$ cat src/htc_regs.svh
`ifndef HTC_REGS_SVH
`define HTC_REGS_SVH
`define HTC_OFS_SHORT_DEB 8'h0d
`define HTC_OFS_HIGH_IMP 8'h0e
`define HTC_OFS_ALT_WIRE 8'h0f
`define HTC_OFS_POWERED 8'h10
`define HTC_OFS_BAND0 8'h11
`define HTC_OFS_BAND1 8'h12
`define HTC_OFS_BAND2 8'h13
`define HTC_OFS_BAND3 8'h14
`define HTC_OFS_STATUS 8'h05
`define HTC_OFS_BUTTON 8'h16
`define HTC_POWERED_FLAG_BIT 7
`define HTC_SEL_LSB 0
`define HTC_FACTORY_LSB 2
`define HTC_RESET_LIMIT 8'h00
`define HTC_RESET_SHORT 8'h00
`define HTC_DEB0_US 360
`define HTC_DEB1_US 600
`define HTC_DEB2_US 1080
`define HTC_DEB3_US 1920
`define HTC_CLK_MHZ 100
`endif

$ cat src/htc_pkg.sv
package htc_pkg;
    typedef enum logic [2:0] {
        HTC_BTN_NONE = 3'h0,
        HTC_BTN_CALL = 3'h1,
        HTC_BTN_VOL_UP = 3'h3,
        HTC_BTN_VOL_DOWN = 3'h2,
        HTC_BTN_RESERVED = 3'h6
    } htc_button_e;
    typedef struct packed {
        logic [7:0] short_debounce_ctrl;
        logic [7:0] high_impedance_limit;
        logic [7:0] alt_wiring_limit;
        logic [7:0] powered_headset_limit;
        logic [7:0] button_band0_limit;
        logic [7:0] button_band1_limit;
        logic [7:0] button_band2_limit;
        logic [7:0] button_band3_limit;
    } htc_limits_s;
    typedef struct packed {
        logic write;
        logic read;
        logic [7:0] addr;
        logic [7:0] wdata;
    } htc_bus_s;
endpackage

$ cat src/htc_band_cmp.sv
`timescale 1ns/1ps
`default_nettype none
module htc_band_cmp (
    input wire logic [7:0] value_in,
    input wire logic [7:0] low_in,
    input wire logic [7:0] high_in,
    input wire logic open_top_in,
    output logic inside_out
);
    // The top band has no upper edge, so it only tests the lower limit.
    assign inside_out = (value_in >= low_in) &&
        (open_top_in || (value_in < high_in));
endmodule
`default_nettype wire

$ cat src/htc_top.sv
// Operation
// The debounce select code 00/01/10/11 picks 360/600/1080/1920 us.
// Software writes back the six factory bits as it read them.
// Impedance result at or above the high limit flags high impedance.
// Impedance result at or above the alt limit flags alternate wiring.
// With range select 1, button result above limit sets flag bit 7.
// Button bands are decoded only in bypass mode.
// Result in [band0, band1) reports the call button.
// Result in [band1, band2) reports volume up.
// Result in [band2, band3) reports volume down.
// Result at or above band3 reports the reserved button.
// Result below band0 in bypass mode reports no button.
`include "htc_regs.svh"
`timescale 1ns/1ps
`default_nettype none
module htc_top (
    input wire logic clk_sys_in,
    input wire logic reset_n_in,
    input wire htc_pkg::htc_bus_s bus_in,
    input wire logic [7:0] impedance_converter_in,
    input wire logic impedance_valid_in,
    input wire logic [7:0] button_converter_in,
    input wire logic button_valid_in,
    input wire logic converter_range_select_in,
    input wire logic bypass_mode_in,
    output logic [7:0] rdata_out,
    output logic high_impedance_out,
    output logic alt_wiring_out,
    output logic powered_headset_flag_out,
    output htc_pkg::htc_button_e button_out,
    output logic [17:0] short_debounce_cycles_out
);
    import htc_pkg::*;

    // The longest count needs 18 bits; 17 would wrap the top code.
    localparam logic [17:0] DEB0_CYC = 18'(`HTC_DEB0_US * `HTC_CLK_MHZ);
    localparam logic [17:0] DEB1_CYC = 18'(`HTC_DEB1_US * `HTC_CLK_MHZ);
    localparam logic [17:0] DEB2_CYC = 18'(`HTC_DEB2_US * `HTC_CLK_MHZ);
    localparam logic [17:0] DEB3_CYC = 18'(`HTC_DEB3_US * `HTC_CLK_MHZ);

    typedef struct packed {
        htc_limits_s lim;
        logic [7:0] rdata;
        logic high_imp;
        logic alt_wire;
        logic powered;
        htc_button_e button;
        logic [17:0] deb_cycles;
    } htc_state_s;

    htc_state_s state_reg;
    htc_state_s state_next;
    logic in0;
    logic in1;
    logic in2;
    logic in3;

    htc_band_cmp u_band0 (
        .value_in(button_converter_in),
        .low_in(state_reg.lim.button_band0_limit),
        .high_in(state_reg.lim.button_band1_limit),
        .open_top_in(1'b0),
        .inside_out(in0)
    );
    htc_band_cmp u_band1 (
        .value_in(button_converter_in),
        .low_in(state_reg.lim.button_band1_limit),
        .high_in(state_reg.lim.button_band2_limit),
        .open_top_in(1'b0),
        .inside_out(in1)
    );
    htc_band_cmp u_band2 (
        .value_in(button_converter_in),
        .low_in(state_reg.lim.button_band2_limit),
        .high_in(state_reg.lim.button_band3_limit),
        .open_top_in(1'b0),
        .inside_out(in2)
    );
    htc_band_cmp u_band3 (
        .value_in(button_converter_in),
        .low_in(state_reg.lim.button_band3_limit),
        .high_in(8'hff),
        .open_top_in(1'b1),
        .inside_out(in3)
    );

    always_comb begin
        state_next = state_reg;
        if (bus_in.write) begin
            // Factory bits are stored as written; software preserves them.
            if (bus_in.addr == `HTC_OFS_SHORT_DEB) begin
                state_next.lim.short_debounce_ctrl = bus_in.wdata;
            end else if (bus_in.addr == `HTC_OFS_HIGH_IMP) begin
                state_next.lim.high_impedance_limit = bus_in.wdata;
            end else if (bus_in.addr == `HTC_OFS_ALT_WIRE) begin
                state_next.lim.alt_wiring_limit = bus_in.wdata;
            end else if (bus_in.addr == `HTC_OFS_POWERED) begin
                state_next.lim.powered_headset_limit = bus_in.wdata;
            end else if (bus_in.addr == `HTC_OFS_BAND0) begin
                state_next.lim.button_band0_limit = bus_in.wdata;
            end else if (bus_in.addr == `HTC_OFS_BAND1) begin
                state_next.lim.button_band1_limit = bus_in.wdata;
            end else if (bus_in.addr == `HTC_OFS_BAND2) begin
                state_next.lim.button_band2_limit = bus_in.wdata;
            end else if (bus_in.addr == `HTC_OFS_BAND3) begin
                state_next.lim.button_band3_limit = bus_in.wdata;
            end
        end
        if (bus_in.read) begin
            if (bus_in.addr == `HTC_OFS_SHORT_DEB) begin
                state_next.rdata = state_reg.lim.short_debounce_ctrl;
            end else if (bus_in.addr == `HTC_OFS_HIGH_IMP) begin
                state_next.rdata = state_reg.lim.high_impedance_limit;
            end else if (bus_in.addr == `HTC_OFS_ALT_WIRE) begin
                state_next.rdata = state_reg.lim.alt_wiring_limit;
            end else if (bus_in.addr == `HTC_OFS_POWERED) begin
                state_next.rdata = state_reg.lim.powered_headset_limit;
            end else if (bus_in.addr == `HTC_OFS_BAND0) begin
                state_next.rdata = state_reg.lim.button_band0_limit;
            end else if (bus_in.addr == `HTC_OFS_BAND1) begin
                state_next.rdata = state_reg.lim.button_band1_limit;
            end else if (bus_in.addr == `HTC_OFS_BAND2) begin
                state_next.rdata = state_reg.lim.button_band2_limit;
            end else if (bus_in.addr == `HTC_OFS_BAND3) begin
                state_next.rdata = state_reg.lim.button_band3_limit;
            end else if (bus_in.addr == `HTC_OFS_STATUS) begin
                state_next.rdata = {state_reg.powered, 7'h00};
            end else if (bus_in.addr == `HTC_OFS_BUTTON) begin
                state_next.rdata = {5'h00, state_reg.button};
            end else begin
                state_next.rdata = 8'h00;
            end
        end
        case (state_reg.lim.short_debounce_ctrl[1:0])
            2'h0: state_next.deb_cycles = DEB0_CYC;
            2'h1: state_next.deb_cycles = DEB1_CYC;
            2'h2: state_next.deb_cycles = DEB2_CYC;
            default: state_next.deb_cycles = DEB3_CYC;
        endcase
        if (impedance_valid_in) begin
            state_next.high_imp = impedance_converter_in >=
                state_reg.lim.high_impedance_limit;
            state_next.alt_wire = impedance_converter_in >=
                state_reg.lim.alt_wiring_limit;
        end
        // The flag follows each new result taken with range select 1; it is a level, not sticky.
        if (button_valid_in && converter_range_select_in) begin
            state_next.powered = button_converter_in >
                state_reg.lim.powered_headset_limit;
        end
        if (button_valid_in && bypass_mode_in) begin
            if (in3) begin
                state_next.button = HTC_BTN_RESERVED;
            end else if (in2) begin
                state_next.button = HTC_BTN_VOL_DOWN;
            end else if (in1) begin
                state_next.button = HTC_BTN_VOL_UP;
            end else if (in0) begin
                state_next.button = HTC_BTN_CALL;
            end else begin
                state_next.button = HTC_BTN_NONE;
            end
        end
    end

    always_ff @(posedge clk_sys_in or negedge reset_n_in) begin
        if (!reset_n_in) begin
            state_reg <= '0;
        end else begin
            state_reg <= state_next;
        end
    end

    assign rdata_out = state_reg.rdata;
    assign high_impedance_out = state_reg.high_imp;
    assign alt_wiring_out = state_reg.alt_wire;
    assign powered_headset_flag_out = state_reg.powered;
    assign button_out = state_reg.button;
    assign short_debounce_cycles_out = state_reg.deb_cycles;

    debounce_map_a: assert property (@(posedge clk_sys_in)
        disable iff (!reset_n_in)
        ##1 ($past(state_reg.lim.short_debounce_ctrl[1:0]) == 2'h2) |->
        short_debounce_cycles_out == 18'd108000)
        else $error("debounce count wrong");
    high_imp_a: assert property (@(posedge clk_sys_in)
        disable iff (!reset_n_in)
        impedance_valid_in |=> high_impedance_out ==
        ($past(impedance_converter_in) >=
        $past(state_reg.lim.high_impedance_limit)))
        else $error("high impedance flag wrong");
    alt_wire_a: assert property (@(posedge clk_sys_in)
        disable iff (!reset_n_in)
        impedance_valid_in |=> alt_wiring_out ==
        ($past(impedance_converter_in) >=
        $past(state_reg.lim.alt_wiring_limit)))
        else $error("alt wiring flag wrong");
    powered_a: assert property (@(posedge clk_sys_in)
        disable iff (!reset_n_in)
        (button_valid_in && converter_range_select_in) |=>
        powered_headset_flag_out == ($past(button_converter_in) >
        $past(state_reg.lim.powered_headset_limit)))
        else $error("powered flag wrong");
    powered_hold_a: assert property (@(posedge clk_sys_in)
        disable iff (!reset_n_in)
        !converter_range_select_in |=> $stable(powered_headset_flag_out))
        else $error("powered flag moved outside range one");
    bypass_hold_a: assert property (@(posedge clk_sys_in)
        disable iff (!reset_n_in)
        !bypass_mode_in |=> $stable(button_out))
        else $error("button moved outside bypass");
    reserved_btn_a: assert property (@(posedge clk_sys_in)
        disable iff (!reset_n_in)
        (button_valid_in && bypass_mode_in && button_converter_in >=
        state_reg.lim.button_band3_limit) |=> button_out == HTC_BTN_RESERVED)
        else $error("reserved button missed");
    no_btn_a: assert property (@(posedge clk_sys_in)
        disable iff (!reset_n_in)
        (button_valid_in && bypass_mode_in && button_converter_in <
        state_reg.lim.button_band0_limit &&
        button_converter_in < state_reg.lim.button_band3_limit) |=>
        button_out == HTC_BTN_NONE)
        else $error("no button expected");

    // Short names for the band limits keep the band checks readable.
    logic [7:0] lim0;
    logic [7:0] lim1;
    logic [7:0] lim2;
    logic [7:0] lim3;
    logic bands_ordered;
    assign lim0 = state_reg.lim.button_band0_limit;
    assign lim1 = state_reg.lim.button_band1_limit;
    assign lim2 = state_reg.lim.button_band2_limit;
    assign lim3 = state_reg.lim.button_band3_limit;
    // The band checks assume rising limits; with overlapping bands the
    // highest band that matches wins instead.
    assign bands_ordered = (lim0 <= lim1) && (lim1 <= lim2) && (lim2 <= lim3);

    call_btn_a: assert property (@(posedge clk_sys_in)
        disable iff (!reset_n_in)
        (button_valid_in && bypass_mode_in && bands_ordered &&
        button_converter_in >= lim0 && button_converter_in < lim1) |=>
        button_out == HTC_BTN_CALL)
        else $error("call button missed");
    vol_up_a: assert property (@(posedge clk_sys_in)
        disable iff (!reset_n_in)
        (button_valid_in && bypass_mode_in && bands_ordered &&
        button_converter_in >= lim1 && button_converter_in < lim2) |=>
        button_out == HTC_BTN_VOL_UP)
        else $error("volume up button missed");
    vol_down_a: assert property (@(posedge clk_sys_in)
        disable iff (!reset_n_in)
        (button_valid_in && bypass_mode_in && bands_ordered &&
        button_converter_in >= lim2 && button_converter_in < lim3) |=>
        button_out == HTC_BTN_VOL_DOWN)
        else $error("volume down button missed");

    // Every debounce code maps to its count one edge after the code is
    // registered; the reset guard skips the edge that still shows zero.
    deb_short_a: assert property (@(posedge clk_sys_in)
        disable iff (!reset_n_in)
        ##1 ($past(reset_n_in) &&
        $past(state_reg.lim.short_debounce_ctrl[1:0]) == 2'h0) |->
        short_debounce_cycles_out == 18'd36000)
        else $error("shortest debounce count wrong");
    deb_mid_a: assert property (@(posedge clk_sys_in)
        disable iff (!reset_n_in)
        ##1 ($past(reset_n_in) &&
        $past(state_reg.lim.short_debounce_ctrl[1:0]) == 2'h1) |->
        short_debounce_cycles_out == 18'd60000)
        else $error("second debounce count wrong");
    deb_long_a: assert property (@(posedge clk_sys_in)
        disable iff (!reset_n_in)
        ##1 ($past(reset_n_in) &&
        $past(state_reg.lim.short_debounce_ctrl[1:0]) == 2'h3) |->
        short_debounce_cycles_out == 18'd192000)
        else $error("longest debounce count wrong");

    // Results only move on a new conversion and read data only on a read; between them they stand.
    imp_hold_a: assert property (@(posedge clk_sys_in)
        disable iff (!reset_n_in)
        !impedance_valid_in |=> $stable(high_impedance_out) &&
        $stable(alt_wiring_out))
        else $error("impedance flags moved without a result");
    button_hold_a: assert property (@(posedge clk_sys_in)
        disable iff (!reset_n_in)
        !button_valid_in |=> $stable(button_out))
        else $error("button moved without a result");
    rdata_hold_a: assert property (@(posedge clk_sys_in)
        disable iff (!reset_n_in)
        !bus_in.read |=> $stable(rdata_out))
        else $error("read data moved without a read");

    high_lim_read_a: assert property (@(posedge clk_sys_in)
        disable iff (!reset_n_in)
        (bus_in.read && bus_in.addr == `HTC_OFS_HIGH_IMP) |=>
        rdata_out == $past(state_reg.lim.high_impedance_limit))
        else $error("high impedance limit read wrong");
    alt_lim_read_a: assert property (@(posedge clk_sys_in)
        disable iff (!reset_n_in)
        (bus_in.read && bus_in.addr == `HTC_OFS_ALT_WIRE) |=>
        rdata_out == $past(state_reg.lim.alt_wiring_limit))
        else $error("alt wiring limit read wrong");
    status_read_a: assert property (@(posedge clk_sys_in)
        disable iff (!reset_n_in)
        (bus_in.read && bus_in.addr == `HTC_OFS_STATUS) |=>
        rdata_out[`HTC_POWERED_FLAG_BIT] == $past(powered_headset_flag_out) &&
        rdata_out[6:0] == 7'h00)
        else $error("status read lost the powered flag");
    button_read_a: assert property (@(posedge clk_sys_in)
        disable iff (!reset_n_in)
        (bus_in.read && bus_in.addr == `HTC_OFS_BUTTON) |=>
        rdata_out[2:0] == $past(button_out))
        else $error("button code read wrong");

    call_c: cover property (@(posedge clk_sys_in) button_out == HTC_BTN_CALL);
    up_c: cover property (@(posedge clk_sys_in) button_out == HTC_BTN_VOL_UP);
    pow_c: cover property (@(posedge clk_sys_in) powered_headset_flag_out);
    res_c: cover property (@(posedge clk_sys_in)
        button_out == HTC_BTN_RESERVED);
    hi_c: cover property (@(posedge clk_sys_in) high_impedance_out);
endmodule
`default_nettype wire

$ cat config.mk
export PLATFORM = sky130hd
export DESIGN_NAME = htc_top
export DESIGN_NICKNAME = d
export VERILOG_FILES = /design/src/htc_pkg.sv /design/src/htc_band_cmp.sv /design/src/htc_top.sv
export VERILOG_INCLUDE_DIRS = /design/src /design/src/src
export SDC_FILE = /design/constraint.sdc
export NUM_CORES = 1
export LEC_CHECK = 0
export ABC_AREA = 1
export BUFFER_PORTS_ARGS = -buffer_cell sky130_fd_sc_hd__buf_2
export CAP_MARGIN = 25
export CELL_PAD_IN_SITES_DETAIL_PLACEMENT = 1
export CELL_PAD_IN_SITES_GLOBAL_PLACEMENT = 2
export CORE_MARGIN = 5
export CORE_UTILIZATION = 35
export DETAILED_ROUTE_END_ITERATION = 7
export PLACE_DENSITY_LB_ADDON = 0.1
export SLEW_MARGIN = 20
export SYNTH_ARGS = -nofsm -noshare
export SYNTH_HDL_FRONTEND = slang
export SYNTH_SLANG_ARGS = --single-unit
$ cat constraint.sdc
create_clock -name clk_sys_in -period 1.6 [get_ports clk_sys_in]
set_input_delay 0.4 -clock clk_sys_in [delete_from_list [all_inputs] [get_ports clk_sys_in]]
set_output_delay 0.4 -clock clk_sys_in [all_outputs]
set_load 0.005 [all_outputs]
After elaboration in Yosys (flattened, before gate mapping) --
Index checks and enable logic that the tools add are counted. Widths: inputs -> output; s select.
Word-level totals: output and inout bits 32, word-level logic and storage cells 72, input bits 40, register bits 96
Operators by class: mux-type cells 15, equality and inequality tests 12, bitwise operators 7, magnitude comparators 10, reduce and logical (&&, ||, !) cells 14
Operators by type and width (count):
- $mux 8 | 9
- $pmux 18 s3 | 1
- $eq 8x5->1 const B | 6
- $ge 8x8->1 | 6
- $eq 8x4->1 const B | 3
- $lt 8x8->1 | 3
- $reduce_and 9->1 | 1
- $eq 8x3->1 const B | 1
- $gt 8x8->1 | 1
- $reduce_and 8->1 | 1
- $not 1->1 | 7
- $reduce_and 7->1 | 1
- $mux 3 | 2
- $reduce_and 6->1 | 1
- $logic_and 1x1->1 | 5
- $reduce_and 5->1 | 1
- $mux 2 | 2
- $reduce_and 4->1 | 1
- $reduce_and 3->1 | 1
- $eq 2x1->1 const B | 1
- $eq 2x2->1 const B | 1
- $logic_not 2->1 | 1
- $reduce_and 2->1 | 1
- $mux 1 | 1

Longest topological paths before layout --
Gate-level depths: netlist of the first run.
word-level depth 11, depth in mapped cells 12, gate-level depth less buffers 12

Hierarchy --
Synthesis of the first run repeated with hierarchy kept, for this count alone.
Second synthesis, totals: cells, all modules 866, area total of the unflattened synthesis 6643.9 um^2
Modules (own cells, without submodules):
- htc_top | area each 4947.2 um^2, instances 1, seq. area each 2202.1 um^2, cells an instance 586
- htc_band_cmp | area each 424.2 um^2, instances 4, seq. area each 0.0 um^2, cells an instance 70

Least setup slack after synthesis of the first run --
Ideal clock, no wire load.
kind input to register, start point input bus_in[12] (netlist bit), end point register state_reg, in the netlist lim3[5], path slack 0.128 ns, data required time 1.478 ns, stages on the path 10, setup time 0.122 ns, data arrival time 1.350 ns, buffers on the path 1, cells stage by stage inv_1 -> nand2_1 -> nor2_8 -> nand2_1 -> nand3_2 -> nor2_4 -> nand3_4 -> buf_6 -> nand2_1 -> o21ai_2
On the way: cells in the longest elaborated chain, start to end 3, elaborated cells between the ends (all ways) 16, those cells by class eq/ne (8); bitwise (7); reduce/logical (1)
RTL lines:
- start, declared | line htc_top.sv:19 | input wire htc_pkg::htc_bus_s bus_in,
- $eq 8x5->1 (no line) or $eq 8x4->1 (tied branches)
- $not 1->1 (no line)
- $reduce_and 9->1 (no line) (*)
- end signal, assigned | line htc_top.sv:170 | state_reg <= state_next;
- end, declared | line htc_top.sv:51 | htc_state_s state_reg;
Every way passes the cells marked *; elsewhere a longest branch is shown, timed or not. A chain may end at the register's enable or synchronous reset.

Worst setup path after layout of the first run --
start point register state_reg, in the netlist lim1[5], end point register state_reg, in the netlist button_out[0]
On the way: cells in the longest elaborated chain, start to end 6, elaborated cells between the ends (all ways) 8, those cells by class order compare (2); mux (4); reduce/logical (2)
RTL lines:
- $lt 8x8->1 | line htc_band_cmp.sv:12 | (open_top_in || (value_in < high_in));
- $logic_and 1x1->1 | line htc_band_cmp.sv:11 | assign inside_out = (value_in >= low_in) &&
- $mux 1 | line htc_top.sv:158 | end else if (in0) begin
- $mux 2 (*) | line htc_top.sv:156 | end else if (in1) begin
- $mux 2 (*) | line htc_top.sv:154 | end else if (in2) begin
- $mux 3 (*) | line htc_top.sv:152 | if (in3) begin
Marks and branches as above.

==> flow_metrics.env, run 1 <==
export IMPL_h_tree_depth=3
export IMPL_overflow=0
export IMPL_critPathBufInv=2
export IMPL_synth_top_area_cell="dfrtp_1"
export IMPL_ys_warn_count=0
export IMPL_routedWlPerCell_um=17.1
export IMPL_timing_fmax_mhz=624
export IMPL_coreArea_um2=15900
export IMPL_arrival_ns=1.85
export IMPL_seqCellArea_um2=2200
export IMPL_hp_start="impedance_valid_in"
export IMPL_use_met1=0.254
export IMPL_cp_start_kind="flop"
export IMPL_cts_root_buf="clkbuf_16"
export IMPL_syn_inst=722
export IMPL_routabilityCongestion=0.807
export IMPL_cts_buffer_depth=2
export IMPL_crit_type="reg2reg"
export IMPL_met2_usage=0.328
export IMPL_synthFlopType="dfrtp_1"
export IMPL_grt_pass1_vias=5301
export IMPL_synth_area_leaders="dfrtp_1 (39%), ha_1 (14%), nand2_1 (10%), inv_1 (7.0%), nand3_1 (4.2%)"
export IMPL_cp_required_ns=1.84
export IMPL_nets=903
export IMPL_finalSetupTns_ns=-0.00248
export IMPL_dpl_cell_count=997
export IMPL_synth_seq_cells=88
export IMPL_synth_edf_count=0
export IMPL_die_h_um=138
export IMPL_use_met3=0.0460
export IMPL_synth_top_area_share=0.385
export IMPL_antenna_found_initial=0
export IMPL_grt_setup_unrepaired="yes"
export IMPL_post_synth_top_count_cell="nand2_1"
export IMPL_finalClockSkew_ns=0.00813
export IMPL_violations="negative setup slack"
export IMPL_p_leak_nw=3.37
export IMPL_r2r_start="lim1[5]"
export IMPL_maxCapViolations=0
export IMPL_portBuffers=65
export IMPL_grt_busiest_layer="met2"
export IMPL_ir_drop_mv=0.619
export IMPL_grt_pass1_wl_um=28000
export IMPL_largest_reg_flops=32
export IMPL_critical_path_top_delay_family="simple AND/OR/NAND/NOR gates"
export IMPL_powerDensity_nw_per_um2=781
export IMPL_clk_latency_ns=0.35
export IMPL_place_hpwl_um=14200
export IMPL_numCtsBuffers=9
export IMPL_min_period_ns=1.60
export IMPL_ff2ff_setup_slack_ns=-0.002
export IMPL_finalMaxSlewViolations=0
export IMPL_pin_count=72
export IMPL_fin_crit_sh=1.00
export IMPL_cts_tree="built"
export IMPL_dieWidth_um=138
export IMPL_clock_sinks=88
export IMPL_antenna_left=0
export IMPL_status="finished with violations"
export IMPL_finalHoldViolCount=0
export IMPL_grt_max_degree=29
export IMPL_min_path_type="in2reg"
export IMPL_grt_use_total=0.196
export IMPL_avgSynthCellArea_um2=7.92
export IMPL_drive_gt1_frac=0.219
export IMPL_endpoint_kind="flop"
export IMPL_vias=4967
export IMPL_postSynth_asyncResetShare=1.00
export IMPL_cpMostUsedCell="nand2_1"
export IMPL_drt_initial_drc_count=216
export IMPL_synth_cell_types=33
export IMPL_cp_slowest_cell="dfrtp_1"
export IMPL_n_antenna_cell=0
export IMPL_power_total_mw=5.26
export IMPL_syn_cell_area_um2=5720
export IMPL_worst_path_largest_cell_delay_ns=0.39
export IMPL_critPathLaunch="lim1[5]"
export IMPL_setup_slack_ns=-0.00248
export IMPL_cp_max_fo=2
export IMPL_clk_pin_slew_worst_paths_ns=0.07
export IMPL_start_util=0.358
export IMPL_yosysSeqAreaShare=0.385
export IMPL_drcViolationCount=0
export IMPL_synth_common_cells="nand2_1 (159), inv_1 (107), dfrtp_1 (88), ha_1 (63), nor2_1 (49)"
export IMPL_cp_cell_sequence="inv_1 > ha_4 > nand2_1 > inv_1 > o21ai_0 > nand2_1 > nor2_2 > nand2_2 > nand2_2 > nand2_1 > nand2_1 > nand2_1"
export IMPL_final_cells=1021
export IMPL_drtPass1Iterations=4
export IMPL_n_fill_cell=1978
export IMPL_viasPerCell=4.86
export IMPL_syn2layout_area_growth_pct=17.9
export IMPL_multiInputGateArea_um2=2880
export IMPL_std_cell_rows=46
export IMPL_setup_violations=1
export IMPL_dieArea_um2=19000
export IMPL_drt_total_wl_um=17500
## per-layer routing
layer / part of all wire / up-vias
met2: 0.48 / 90
met5: 0 / -
met1: 0.46 / 2419
met4: 0.014 / 0
met3: 0.047 / 15
li1: - / 2443
## report_power, final
part | internal (mW) | total [mW] | switching [mW]
Combinational | 0.332 | 0.844 | 0.512
Clock | 1.10 | 2.01 | 0.911
Sequential | 2.33 | 2.41 | 0.0795
Total | 3.76 | 5.26 | 1.50
## through the flow
step | instance area, um2 | hold WS [ns] | util | setup slack, ns
finish | 6740 | 0.285 | 0.423 | -0.00248
global route | 6740 | 0.278 | 0.423 | -0.167
CTS | 6650 | 0.267 | 0.417 | -0.0352
detailed placement | 6320 | 0.303 | 0.397 | -0.246
global placement | 6320 | 0.307 | 0.397 | -0.185
floorplan | 5730 | 0.104 | - | 0.128
## tightest hold or removal path, cell delays in order
cell	delay, ns
buf_2	0.10
nand2_1	0.05
nand2_1	0.05
## area by class of cell
type / instances / area share
flip-flops and latches: 88 / 0.327
multi-input cells: 485 / 0.428
clock buffers: 10 / 0.0355
inverters: 113 / 0.0629
repair buffers: 103 / 0.101
well taps: 216 / 0.0401
clock inverters: 6 / 0.00631
## final timing paths
path | endpoint | cells after the start
setup / recovery | button_out[0] | 12
hold / removal | high_impedance_out | 3
setup reg to reg | button_out[0] | 12
hold reg to reg | rdata_out[0] | 2
max in group asynchronous | state_reg[88] | 3
min in group asynchronous | button_out[1] | 2
## cells by family (layout without fill, tap and decap cells)
family	after synthesis	in the layout	synth area share
other	2	7	0.00131
buffers and inverters	154	232	0.126
adder cells (fa/ha/maj)	63	63	0.138
AND/OR/NAND/NOR	294	294	0.233
flip-flops	88	88	0.385
AO/OA/AOI/OAI	121	121	0.116
## layout by cell type, fill, tap and decap left out, types with 2 or more instances in the layout
cell type	Yosys	routed
nand2_1	159	156
inv_1	107	104
dfrtp_1	88	88
buf_2	6	64
ha_1	63	61
nand3_1	48	47
nor2_1	49	44
o21ai_0	40	38
o21ai_1	34	36
buf_4	30	33
a21oi_1	28	27
nand2_2	10	13
inv_2	6	9
clkbuf_16	0	9
nor2_2	4	8
o21ai_2	8	8
nand4_1	8	8
conb_1	2	7
o21a_1	5	5
buf_12	0	5
nor2_4	3	4
nand3_2	3	4
nand3_4	2	2
a21o_1	2	2
o31ai_1	2	2
nor3_1	3	2
ha_4	0	2
clkinv_2	0	2
clkinvlp_4	0	2
## timing repair
| item | CTS | global route |
|---|---|---|
| gates resized for setup | 6 | 15 |
| hold buffers | 1 | 0 |
| endpoints found under the hold margin | 13 | 0 |
| buffers inserted | 2 | 5 |
| endpoints found under the setup margin | 2 | 8 |
| pin swaps | 2 | 5 |
Note: power is estimated with default switching activity, not from simulation.
==> run 2: changes to the inputs <==
--- a/config.mk
+++ b/config.mk
@@ -13,2 +13,3 @@
 export CELL_PAD_IN_SITES_GLOBAL_PLACEMENT = 2
+export CORE_ASPECT_RATIO = 0.75
 export CORE_MARGIN = 5
--- a/constraint.sdc
+++ b/constraint.sdc
@@ -3,2 +3,2 @@
 set_output_delay 0.4 -clock clk_sys_in [all_outputs]
-set_load 0.005 [all_outputs]
+set_load 0.02 [all_outputs]
==> run 2 against run 1 <==
Net effect:
- the flow now finishes without violations
- clock skew down 0.0010 ns
- clock-buffer cell count down 1
- combinational power up 11%
- global-route usage up 0.66 points
- critical path depth down 2
- wire length up 6.3%
- sequential cell count unchanged
- cell area up 3.1%
- final cell count up 0.98%
- via count up 1.0%
==> flow_metrics.env, run 2 (synthesis results as in run 1) <==
export IMPL_status="finished clean"
export IMPL_use_met1=0.300
export IMPL_finalSetupTns_ns=0
export IMPL_use_met3=0.0411
export IMPL_grt_use_total=0.202
export IMPL_finalHoldViolCount=0
export IMPL_finalMaxSlewViolations=0
export IMPL_syn2layout_area_growth_pct=21.6
export IMPL_ff2ff_setup_slack_ns=0.05
export IMPL_viasPerCell=4.87
export IMPL_critPathLaunch="lim3[7]"
export IMPL_cts_root_buf="clkbuf_16"
export IMPL_final_common_cell="nand2_1"
export IMPL_dieWidth_um=158
export IMPL_drcViolationCount=0
export IMPL_grt_busiest_layer="met2"
export IMPL_power_total_mw=5.61
export IMPL_timing_fmax_mhz=643
export IMPL_pin_count=72
export IMPL_r2r_cells=10
export IMPL_seq_power_share=0.429
export IMPL_setup_violations=0
export IMPL_std_cell_rows=40
export IMPL_ir_drop_mv=0.464
export IMPL_endpoint_kind="flop"
export IMPL_drt_total_wl_um=18600
export IMPL_dpl_cell_count=1002
export IMPL_nets=919
export IMPL_reg2reg_to="button_out[0]"
export IMPL_cts_buffer_depth=2
export IMPL_n_fill_cell=1976
export IMPL_r2r_start="lim3[7]"
export IMPL_cpMostUsedCell="nand2_1"
export IMPL_die_h_um=121
export IMPL_clk_pin_slew_worst_paths_ns=0.07
export IMPL_cp_max_fo=2
export IMPL_worstMarginPinSlew_ns=0.517
export IMPL_grt_setup_unrepaired="yes"
export IMPL_met2_usage=0.304
export IMPL_p_int_mw=3.94
export IMPL_setup_slack_ns=0.0453
export IMPL_pwr_share_comb=0.168
export IMPL_cts_tree="built"
export IMPL_min_period_ns=1.55
export IMPL_n_antenna_cell=0
export IMPL_clockPowerShare=0.404
export IMPL_min_path_type="in2reg"
export IMPL_worst_path_largest_cell_delay_ns=0.38
export IMPL_antenna_found_initial=0
export IMPL_drt_initial_drc_count=236
export IMPL_switching_share=0.298
export IMPL_p_leak_nw=3.49
export IMPL_drtPass1Iterations=4
export IMPL_h_tree_depth=3
export IMPL_place_ws_ns=-0.211
export IMPL_drive_gt1_frac=0.239
export IMPL_coreArea_um2=16000
export IMPL_crit_type="reg2reg"
export IMPL_start_util=0.357
export IMPL_routedWlPerCell_um=18.0
export IMPL_crit_end="button_out[0]"
export IMPL_fin_crit_sh=0.972
export IMPL_maxCapViolations=0
export IMPL_routabilityCongestion=0.824
export IMPL_timing_hold_ws_ns=0.286
export IMPL_grt_max_degree=30
export IMPL_p_sw_mw=1.67
export IMPL_numCtsBuffers=9
export IMPL_arrival_ns=1.80
export IMPL_cp_start_kind="flop"
export IMPL_final_cells=1031
export IMPL_largest_reg_flops=32
export IMPL_grt_pass1_vias=5331
export IMPL_cp_slowest_cell="dfrtp_1"
export IMPL_slew_headroom=0.655
export IMPL_cp_required_ns=1.85
export IMPL_vias=5018
export IMPL_powerDensity_nw_per_um2=807
export IMPL_grt_pass1_wl_um=29400
export IMPL_antenna_left=0
export IMPL_clock_sinks=88
export IMPL_finalClockSkew_ns=0.00711
export IMPL_portBuffers=65
export IMPL_overflow=0
export IMPL_clk_latency_ns=0.36
export IMPL_dieArea_um2=19000
export IMPL_cp_cell_sequence="inv_2 > ha_4 > nand2_1 > nor2_1 > buf_4 > nand4_1 > nand4_1 > nor2_1 > nand2_1 > nand2_1"
export IMPL_place_hpwl_um=14400
export IMPL_final_cell_mix="nand2_1 (158), inv_1 (101), dfrtp_1 (88), buf_2 (64), ha_1 (55)"
[run 2: changes by cell type in the layout (fill, tap and decap cells not counted), sizes merged]
cell      change
buf          +16
clkinv        -2
bufinv        +1
clkinvlp      -1
clkbuf        -1
inv           +3
[run 2: power groups by stage]
stage,Sequential (mW),Combinational [mW],Clock (mW)
2_1_floorplan,2.44,0.511,0
3_3_place_gp,2.44,0.842,0
3_5_place_dp,2.45,0.882,0
4_1_cts,2.41,0.890,2.31
5_1_grt,2.42,1.07,2.40
6_report,2.40,0.939,2.26
[run 2: stage by stage]
stage          utilization  cell area, um2
2_1_floorplan            -            5730
3_3_place_gp         0.400            6410
3_5_place_dp         0.400            6410
4_1_cts              0.421            6740
5_1_grt              0.434            6950
6_report             0.434            6950
[run 2: worst min path at each step]
stage	startpoint	end	slack, ns	depth (start not counted)
5_1_grt	impedance_valid_in	alt_wiring_out	0.30	3
3_5_place_dp	reset_n_in	lim2[5]	0.34	1
4_1_cts	impedance_valid_in	alt_wiring_out	0.28	3
3_3_place_gp	reset_n_in	lim2[3]	0.34	1
2_1_floorplan	reset_n_in	alt_wiring_out	0.10	0
6_report	impedance_valid_in	alt_wiring_out	0.29	3
[run 2: metal layers]
metal  wire length (um)  vias to the layer above
li1                   -                     2468
met1               9380                     2442
met2               8060                       92
met3                875                       16
met4                239                        0
met5                  0                        -
[run 2: timing repair]
action	4_1_cts	5_1_grt
cloned	0	0
hold buffers	1	0
hold endpoints to repair	18	0
pin swaps	0	9
endpoints found under the setup margin	1	4
buffers inserted	0	12
gates resized for setup	2	25
[run 2: final cells by class]
| type | instances | area [um2] | area share |
|---|---|---|---|
| Sequential cell | 88 | 2200 | 0.317 |
| Inverter | 113 | 424 | 0.0610 |
| Tap cell | 210 | 263 | 0.0378 |
| Clock buffer | 9 | 225 | 0.0324 |
| Timing Repair Buffer | 119 | 811 | 0.117 |
| Clock inverter | 7 | 85.1 | 0.0122 |
| Multi-Input combinational cell | 485 | 2940 | 0.423 |
[run 2: worst max-delay path: cells and delay by family (launching register included)]
family	cells	cell delay [ns]
AND/OR/NAND/NOR	7	0.60
adder cells (fa/ha/maj)	1	0.26
buffers and inverters	2	0.21
flip-flops	1	0.38
